--- src/fpxa_cfg.svh ---
// constants for the floating add exponent compare and alignment block
`ifndef FPXA_CFG_SVH
`define FPXA_CFG_SVH

`define FPXA_SCALE_W 18
`define FPXA_DIFF_W 19
`define FPXA_MANT_W 36
`define FPXA_SC_W 6
`define FPXA_RANGE_LIMIT 19'h2_0000
`define FPXA_RANGE_LIMIT_M1 19'h1_FFFF
`define FPXA_ALIGN_LIMIT 19'h0_0023
`define FPXA_SC_ONE 6'h01

`endif

--- src/fpxa_pkg.sv ---
// types for the floating add exponent compare and alignment block
`include "fpxa_cfg.svh"

package fpxa_pkg;

  typedef enum logic [2:0]
  {
    PH_IDLE,
    PH_CMP,
    PH_EXP,
    PH_ALIGN,
    PH_FUN
  } fpxa_phase_e;

  typedef struct packed {
    logic far;
    logic far_m1;
    logic pos_order;
    logic neg_order;
    logic opd_greater;
    logic over_align;
    logic [`FPXA_DIFF_W-1:0] diff_mag;
  } fpxa_cmp_s;

  typedef struct packed {
    logic range_far;
    logic range_far_m1;
    logic pos_order;
    logic neg_order;
    logic same_sign;
    logic sub_unlike;
    logic sub_like;
  } fpxa_flags_s;

  typedef struct packed {
    logic start;
    logic subtract;
    logic acc_sign;
    logic opd_sign;
    logic [`FPXA_SCALE_W-1:0] accumulator_scale;
    logic [`FPXA_SCALE_W-1:0] operand_scale;
    logic [`FPXA_MANT_W-1:0] accumulator_mantissa;
    logic [`FPXA_MANT_W-1:0] operand_mantissa;
  } fpxa_req_s;

  typedef struct packed {
    fpxa_phase_e phase;
    logic sub_op;
    logic acc_sign;
    logic opd_sign;
    logic [`FPXA_SCALE_W-1:0] accumulator_scale;
    logic [`FPXA_SCALE_W-1:0] operand_scale;
    logic [`FPXA_MANT_W-1:0] accumulator_mantissa;
    logic [`FPXA_MANT_W-1:0] operand_mantissa;
    logic guard;
    logic [`FPXA_SC_W-1:0] shift_count;
    logic shift_acc;
    fpxa_flags_s flags;
    logic align_stop;
    logic copy_operand_scale;
    logic shift_count_load_pulse;
    logic rounding_increment_request;
    logic mantissa_rounding_pulse;
    logic busy;
    logic done;
  } fpxa_state_s;

endpackage

--- src/fpxa_exp_align.sv ---
// exponent compare, alignment control and rounding request for floating add/subtract
// Behaviour
// - flag far out of range when the exponent difference magnitude exceeds two to the seventeenth.
// - flag a second out-of-range case when that magnitude exceeds two to the seventeenth minus one.
// - flag positive ordering when both exponents are positive and the operand one is larger.
// - flag negative ordering when both exponents are negative and the accumulator one is more negative.
// - raise alignment-stop in the exponent phase when the difference exceeds 35 or is zero, and in the align phase when alignment is done.
// - in the exponent phase copy the operand exponent into the accumulator exponent when it is the larger.
// - flag a subtraction of unlike signs, which is carried out as an addition of magnitudes.
// - flag a subtraction of like signs as an effective subtraction of magnitudes.
// - at the first time state of the fraction phase request a rounding increment when alignment calls for it.
// - round the accumulator mantissa only when the guard bit is set as rounding is requested.
// - indicate same sign when both signs are positive or both negative.
// - pulse a load of the shift counter with the number of alignment shifts needed.
`timescale 1ns/1ns
`default_nettype none
`include "fpxa_cfg.svh"

module fpxa_exp_align
(
  input wire logic clk_in,
  input wire logic nrst_in,
  input wire fpxa_pkg::fpxa_req_s req_in,
  input wire logic round_req_in,
  output logic busy_out,
  output logic done_out,
  output logic [`FPXA_SCALE_W-1:0] accumulator_scale_out,
  output logic [`FPXA_MANT_W-1:0] accumulator_mantissa_out,
  output logic [`FPXA_MANT_W-1:0] operand_mantissa_out,
  output logic guard_out,
  output var fpxa_pkg::fpxa_flags_s flags_out,
  output logic align_stop_out,
  output logic copy_operand_scale_out,
  output logic shift_count_load_pulse_out,
  output logic rounding_increment_request_out,
  output logic mantissa_rounding_pulse_out
);

  fpxa_pkg::fpxa_state_s st_ff;
  fpxa_pkg::fpxa_state_s nxt_st;
  fpxa_pkg::fpxa_cmp_s cmp;
  logic [`FPXA_MANT_W-1:0] acc_shr;
  logic [`FPXA_MANT_W-1:0] opd_shr;

  // compare runs on the latched scales, so its result is ready one phase later
  fpxa_scale_cmp fpxa_scale_cmp_inst
  (
    .clk_in(clk_in),
    .nrst_in(nrst_in),
    .acc_scale_in(st_ff.accumulator_scale),
    .opd_scale_in(st_ff.operand_scale),
    .cmp_out(cmp)
  );

  // one-place right shift of both fractions, zero filled from the top;
  // the bit that drops off the bottom becomes the guard bit
  generate
    for (genvar i = 0; i < `FPXA_MANT_W; i++)
    begin : g_shr
      if (i == `FPXA_MANT_W - 1)
      begin : g_top
        assign acc_shr[i] = 1'b0;
        assign opd_shr[i] = 1'b0;
      end
      else
      begin : g_low
        assign acc_shr[i] = st_ff.accumulator_mantissa[i + 1];
        assign opd_shr[i] = st_ff.operand_mantissa[i + 1];
      end
    end
  endgenerate

  // phase sequence: idle takes a start, compare lets the registered
  // difference settle, exponent sets flags and shift count, align
  // shifts one place per cycle, fraction raises done.
  // start and rounding are ignored while busy with no refusal sign,
  // so the caller must wait for done.
  always_comb
  begin
    logic same;
    same = (st_ff.acc_sign == st_ff.opd_sign);
    nxt_st = st_ff;
    nxt_st.align_stop = 1'b0;
    nxt_st.copy_operand_scale = 1'b0;
    nxt_st.shift_count_load_pulse = 1'b0;
    nxt_st.rounding_increment_request = 1'b0;
    nxt_st.mantissa_rounding_pulse = 1'b0;
    nxt_st.done = 1'b0;
    case (st_ff.phase)
      fpxa_pkg::PH_IDLE:
      begin
        if (req_in.start)
        begin
          nxt_st.phase = fpxa_pkg::PH_CMP;
          nxt_st.sub_op = req_in.subtract;
          nxt_st.acc_sign = req_in.acc_sign;
          nxt_st.opd_sign = req_in.opd_sign;
          nxt_st.accumulator_scale = req_in.accumulator_scale;
          nxt_st.operand_scale = req_in.operand_scale;
          nxt_st.accumulator_mantissa = req_in.accumulator_mantissa;
          nxt_st.operand_mantissa = req_in.operand_mantissa;
          nxt_st.guard = 1'b0;
          nxt_st.flags = '0;
        end
        else if (round_req_in && st_ff.guard)
        begin
          // rounding only acts when the guard bit holds a one
          nxt_st.accumulator_mantissa = st_ff.accumulator_mantissa + `FPXA_MANT_W'(1);
          nxt_st.mantissa_rounding_pulse = 1'b1;
          nxt_st.guard = 1'b0;
        end
      end
      fpxa_pkg::PH_CMP:
      begin
        // wait here for the registered compare result
        nxt_st.phase = fpxa_pkg::PH_EXP;
      end
      fpxa_pkg::PH_EXP:
      begin
        nxt_st.flags.range_far = cmp.far;
        nxt_st.flags.range_far_m1 = cmp.far_m1;
        nxt_st.flags.pos_order = cmp.pos_order;
        nxt_st.flags.neg_order = cmp.neg_order;
        nxt_st.flags.same_sign = same;
        nxt_st.flags.sub_unlike = st_ff.sub_op && !same;
        nxt_st.flags.sub_like = st_ff.sub_op && same;
        nxt_st.shift_acc = cmp.opd_greater;
        nxt_st.shift_count_load_pulse = 1'b1;
        nxt_st.shift_count = cmp.over_align ? '0 : cmp.diff_mag[`FPXA_SC_W-1:0];
        if (cmp.opd_greater)
        begin
          nxt_st.accumulator_scale = st_ff.operand_scale;
          nxt_st.copy_operand_scale = 1'b1;
        end
        if (cmp.over_align || cmp.diff_mag == '0)
        begin
          // too far apart: the smaller fraction would shift out entirely
          if (cmp.over_align && cmp.opd_greater)
          begin
            nxt_st.accumulator_mantissa = '0;
            nxt_st.guard = 1'b0;
          end
          else if (cmp.over_align)
          begin
            nxt_st.operand_mantissa = '0;
            nxt_st.guard = 1'b0;
          end
          nxt_st.align_stop = 1'b1;
          nxt_st.phase = fpxa_pkg::PH_FUN;
        end
        else
          nxt_st.phase = fpxa_pkg::PH_ALIGN;
      end
      fpxa_pkg::PH_ALIGN:
      begin
        if (st_ff.shift_acc)
        begin
          nxt_st.guard = st_ff.accumulator_mantissa[0];
          nxt_st.accumulator_mantissa = acc_shr;
        end
        else
        begin
          nxt_st.guard = st_ff.operand_mantissa[0];
          nxt_st.operand_mantissa = opd_shr;
        end
        nxt_st.shift_count = st_ff.shift_count - `FPXA_SC_ONE;
        if (st_ff.shift_count == `FPXA_SC_ONE)
        begin
          nxt_st.align_stop = 1'b1;
          nxt_st.phase = fpxa_pkg::PH_FUN;
        end
      end
      fpxa_pkg::PH_FUN:
      begin
        // first time state of the fraction phase
        nxt_st.rounding_increment_request = st_ff.guard;
        nxt_st.done = 1'b1;
        nxt_st.phase = fpxa_pkg::PH_IDLE;
      end
      default:
      begin
        nxt_st.phase = fpxa_pkg::PH_IDLE;
      end
    endcase
    // busy has its own flop so the port is a clean register output
    nxt_st.busy = (nxt_st.phase != fpxa_pkg::PH_IDLE);
  end

  always_ff @(posedge clk_in or negedge nrst_in)
  begin
    if (!nrst_in)
      st_ff <= '0;
    else
      st_ff <= nxt_st;
  end

  // every port is a plain copy of a state flop
  assign busy_out = st_ff.busy;
  assign done_out = st_ff.done;
  assign accumulator_scale_out = st_ff.accumulator_scale;
  assign accumulator_mantissa_out = st_ff.accumulator_mantissa;
  assign operand_mantissa_out = st_ff.operand_mantissa;
  assign guard_out = st_ff.guard;
  assign flags_out = st_ff.flags;
  assign align_stop_out = st_ff.align_stop;
  assign copy_operand_scale_out = st_ff.copy_operand_scale;
  assign shift_count_load_pulse_out = st_ff.shift_count_load_pulse;
  assign rounding_increment_request_out = st_ff.rounding_increment_request;
  assign mantissa_rounding_pulse_out = st_ff.mantissa_rounding_pulse;

endmodule

`default_nettype wire

--- src/fpxa_scale_cmp.sv ---
// registered comparison of the two exponents
`timescale 1ns/1ns
`default_nettype none
`include "fpxa_cfg.svh"

module fpxa_scale_cmp
(
  input wire logic clk_in,
  input wire logic nrst_in,
  input wire logic [`FPXA_SCALE_W-1:0] acc_scale_in,
  input wire logic [`FPXA_SCALE_W-1:0] opd_scale_in,
  output var fpxa_pkg::fpxa_cmp_s cmp_out
);

  fpxa_pkg::fpxa_cmp_s cmp_ff;
  fpxa_pkg::fpxa_cmp_s nxt_cmp;

  always_comb
  begin
    logic signed [`FPXA_DIFF_W-1:0] diff;
    logic [`FPXA_DIFF_W-1:0] mag;
    diff = $signed({acc_scale_in[`FPXA_SCALE_W-1], acc_scale_in})
         - $signed({opd_scale_in[`FPXA_SCALE_W-1], opd_scale_in});
    mag = diff[`FPXA_DIFF_W-1] ? `FPXA_DIFF_W'(-diff) : `FPXA_DIFF_W'(diff);
    nxt_cmp = '0;
    nxt_cmp.diff_mag = mag;
    nxt_cmp.far = (mag > `FPXA_RANGE_LIMIT);
    nxt_cmp.far_m1 = (mag > `FPXA_RANGE_LIMIT_M1);
    nxt_cmp.opd_greater = diff[`FPXA_DIFF_W-1];
    nxt_cmp.pos_order = !acc_scale_in[`FPXA_SCALE_W-1] && !opd_scale_in[`FPXA_SCALE_W-1]
                        && diff[`FPXA_DIFF_W-1];
    nxt_cmp.neg_order = acc_scale_in[`FPXA_SCALE_W-1] && opd_scale_in[`FPXA_SCALE_W-1]
                        && diff[`FPXA_DIFF_W-1];
    nxt_cmp.over_align = (mag > `FPXA_ALIGN_LIMIT);
  end

  always_ff @(posedge clk_in or negedge nrst_in)
  begin
    if (!nrst_in)
      cmp_ff <= '0;
    else
      cmp_ff <= nxt_cmp;
  end

  assign cmp_out = cmp_ff;

endmodule

`default_nettype wire

--- config.mk ---
export PLATFORM = sky130hd
export DESIGN_NAME = fpxa_exp_align
export DESIGN_NICKNAME = d
export VERILOG_FILES = /design/src/fpxa_pkg.sv /design/src/fpxa_exp_align.sv /design/src/fpxa_scale_cmp.sv
export VERILOG_INCLUDE_DIRS = /design/src /design/src/src
export SDC_FILE = /design/constraint.sdc
export NUM_CORES = 1
export LEC_CHECK = 0
export CAP_MARGIN = 5
export CORE_ASPECT_RATIO = 1.1
export CORE_MARGIN = 2
export CORE_UTILIZATION = 40
export DETAILED_ROUTE_END_ITERATION = 10
export DONT_BUFFER_PORTS = 1
export SKIP_CTS_REPAIR_TIMING = 1
export SYNTH_ARGS = -nofsm -noshare
export SYNTH_HDL_FRONTEND = slang
export SYNTH_SLANG_ARGS = --single-unit
--- constraint.sdc ---
create_clock -name clk_in -period 7.2 [get_ports clk_in]
set_input_delay 1.8 -clock clk_in [delete_from_list [all_inputs] [get_ports clk_in]]
set_output_delay 1.8 -clock clk_in [all_outputs]
set_load 0.02 [all_outputs]
==> results.py <==
metrics = {
    "layout": {
        "fillers": 2586,
        "layout_commonest_cell": "dfrtp_1",
        "final_cell_mix": "dfrtp_1 (161), nand2_1 (137), nor2_1 (107)",
        "post_route_cells_drive_above_1_share": 0.0713,
        "final_nets": 1221,
        "layout.cells.non_filler": 1441,
        "seqCellArea_um2": 4030,
        "areaGrowthSynthToFinish_pct": 1.11,
        "multi_input_area_um2": 5210,
    },
    "route": {
        "drt-total-wl_um": 25300,
        "drt_first_pass_iters": 5,
        "antenna_left": 0,
        "drc": 0,
        "vias": 8114,
        "post_drt_wl_per_cell_um": 17.5,
        "via_per_inst": 5.63,
        "drtIter0Drc": 581,
    },
    "sta": {
        "rsz0062_at_grt": "no",
        "max_freq_mhz": 237,
        "hold_viol_final": 0,
        "maxSlewViolCount": 0,
        "setup_viol": 0,
        "fin_crit_ns": 4.22,
        "finalClockSkew_ns": 0.0209,
        "period_share": 0.586,
        "relSlewSlack": 0.363,
        "tightest_slew_ns": 0.954,
        "fin_tns_setup_ns": 0,
    },
    "worst_setup_path": {
        "r2r_setup_slack_ns": 2.98,
        "r2r-end": "fpxa_scale_cmp_inst.cmp_out[19]$_DFF_PN0_",
        "worst_ep_arrival_time_ns": 4.51,
        "path_max_fanout": 17,
        "crit_path_end": "fpxa_scale_cmp_inst.cmp_out[19]$_DFF_PN0_",
        "crit_start": "accumulator_scale_out[0]$_DFFE_PN0P_",
        "crit_top_cell": "inv_1",
        "cp.required_ns": 7.49,
        "r2r-start": "accumulator_scale_out[0]$_DFFE_PN0P_",
        "cp_slowest_stage_delay_ns": 0.59,
        "path_cells": "inv_1 -> ha_1 -> fa_1 -> nand2b_1 -> a21o_1 -> a211oi_4 -> o31ai_1 -> a22oi_2 -> inv_1 -> a21oi_1 -> o22ai_1 -> a2111oi_4 -> nand4_1",
        "crit_path_end_kind": "flop",
        "start_kind": "flop",
        "crit_type": "reg -> reg",
        "r2r_cells": 13,
        "critical_path.slowest_cell": "a22oi_2",
    },
    "yosys": {
        "synth_area_leaders": "dfrtp_1 (39%), buf_4 (7.2%), nand2_1 (5.0%)",
        "ys_warn_count": 0,
        "synth_seq_area_share": 0.388,
        "netlist_area_um2": 10400,
        "synth_ff_type": "dfrtp_1",
        "syn_inst": 1227,
        "syn-num-nets": 1367,
        "synth-seq-cells": 161,
        "synth-edff-count": 0,
        "ys_types": 77,
        "syn_area_per_cell_um2": 8.47,
        "yosysTopAreaCellShare": 0.388,
        "synth_top_cell_by_area": "dfrtp_1",
        "async_reset_ff_frac": 1.00,
    },
    "pwr": {
        "p_leak_nw": 4.38,
        "pwr_density_cell_nw_per_um2": 643,
        "ir_drop_mv": 0.292,
    },
    "die": {
        "die_h_um": 173,
        "io_pins": 220,
        "coreArea_um2": 25400,
        "initial_core_util": 0.409,
        "rows": 61,
        "die_width_um": 158,
        "die-area_um2": 27300,
    },
    "clock_network": {
        "clock_sinks": 161,
        "h-tree-depth": 4,
        "cts_buffer_depth": 2,
        "cts_tree": "built",
        "cts_buffers": 17,
        "insertion_delay_ns": 0.43,
        "root_buffer": "clkbuf_16",
        "path_clk_slew_ns": 0.07,
    },
    "placement": {
        "port_buffers": 0,
        "place_congestion": 0.828,
        "hpwlAfterDp_um": 17400,
        "dp_cells": 1408,
    },
    "run_status": {
        "status": "finished, final reports clean",
    },
    "grt": {
        "grt_antenna_before_repair": 1,
        "grt_overflow_total": 0,
        "grtUsageTotal": 0.182,
        "grt_start_max_net_pins": 162,
        "grt_pass1_wl_um": 40600,
        "grt_pass1_vias": 7675,
    },
    "worst_hold_path": {
        "holdCritPathClass": "reg -> reg",
    },
    "run": {
        "maxCapViolations": 0,
    },
}
## worst min-delay path by stage
stage	startpoint	endpoint	slack, ns	cells after the start
floorplan	fpxa_scale_cmp_inst.cmp_out[21]$_DFF_PN0_	flags_out[3]$_DFFE_PN0P_	0.41	2
global placement	fpxa_scale_cmp_inst.cmp_out[21]$_DFF_PN0_	flags_out[3]$_DFFE_PN0P_	0.42	2
detailed placement	fpxa_scale_cmp_inst.cmp_out[23]$_DFF_PN0_	flags_out[5]$_DFFE_PN0P_	0.43	2
CTS	fpxa_scale_cmp_inst.cmp_out[23]$_DFF_PN0_	flags_out[5]$_DFFE_PN0P_	0.44	2
global route	fpxa_scale_cmp_inst.cmp_out[23]$_DFF_PN0_	flags_out[5]$_DFFE_PN0P_	0.48	2
finish	fpxa_scale_cmp_inst.cmp_out[23]$_DFF_PN0_	flags_out[5]$_DFFE_PN0P_	0.44	2
## routing by layer
metal	wire length (um)	track usage	up-vias
li1	-	-	3941
met1	11200	0.237	3907
met2	11800	0.299	238
met3	1840	0.0456	28
met4	390	0.0530	0
met5	0	0	-
## power by group
group	switching [mW]	internal [mW]
logic	2.25	1.34
registers	0.812	1.37
clock network	0.413	0.571
## layout make-up
type,instances,share of cell area
inverter,39,0.0139
clock buffer,19,0.0421
sequential,161,0.383
tap,346,0.0412
timing repair buffer,8,0.00571
clock inverter,13,0.0180
multi-input combinational,854,0.495
antenna,1,0.000238
## kinds of logic (layout without fill, tap and decap cells)
kind of cell	after synthesis	in the layout	share of synthesized area
compound gates	335	335	0.211
xor+xnor	55	55	0.0485
fa+ha+maj	25	25	0.0308
buf+inv	212	79	0.115
flops	161	161	0.388
mux	8	8	0.00855
other cells	0	1	0
simple gates	431	431	0.199
## synth_stat cells, types with 6 or more instances
master      n
a31oi_1    26
nand2b_1    6
nor4_1     10
a22oi_1    37
and2_1     11
a211oi_1   11
a21o_1      8
xor2_1     31
ha_1       24
nor2_1    109
o21ai_0    85
dfrtp_1   161
a221oi_1    6
nor2b_1     8
nand3_1    59
a21oi_1    99
nand4_1    13
and4_1      9
buf_4     100
and3_1     31
a22o_1      6
clkbuf_1   63
inv_1      39
nor3_1     17
nand2_1   138
xnor2_1    21
## per-stage QoR
step	instance area, um2	utilization	setup slack, ns	hold slack (ns)	power, mW
final	10500	0.413	2.98	0.440	6.76
after global routing	10500	0.413	2.58	0.477	7.35
after CTS	10500	0.413	2.98	0.442	6.80
after detailed placement	9870	0.389	2.97	0.427	5.79
after global placement	9870	0.389	3.07	0.424	5.73
after floorplan	10400	-	3.81	0.414	5.36
## critical path: cells and delay by family (launching register included)
family / cells / cell delay [ns]
buffers and inverters: 2 / 0.53
DFF: 1 / 0.46
and+or+nand+nor: 2 / 0.32
AOI/OAI and AO/OA: 7 / 2.04
adders and majority gates: 2 / 0.72
## flip-flops by register name, summed over array words and instances (netlist names)
signal                          flops
flags_out                           7
shift_count_load_pulse_out          1
align_stop_out                      1
rounding_increment_request_out      1
accumulator_scale_out              18
fpxa_scale_cmp_inst.cmp_out        25
operand_mantissa_out               36
done_out                            1
st_ff                              31
accumulator_mantissa_out           36
copy_operand_scale_out              1
busy_out                            1
guard_out                           1
mantissa_rounding_pulse_out         1
No activity file was read; power rests on OpenSTA's default activity.
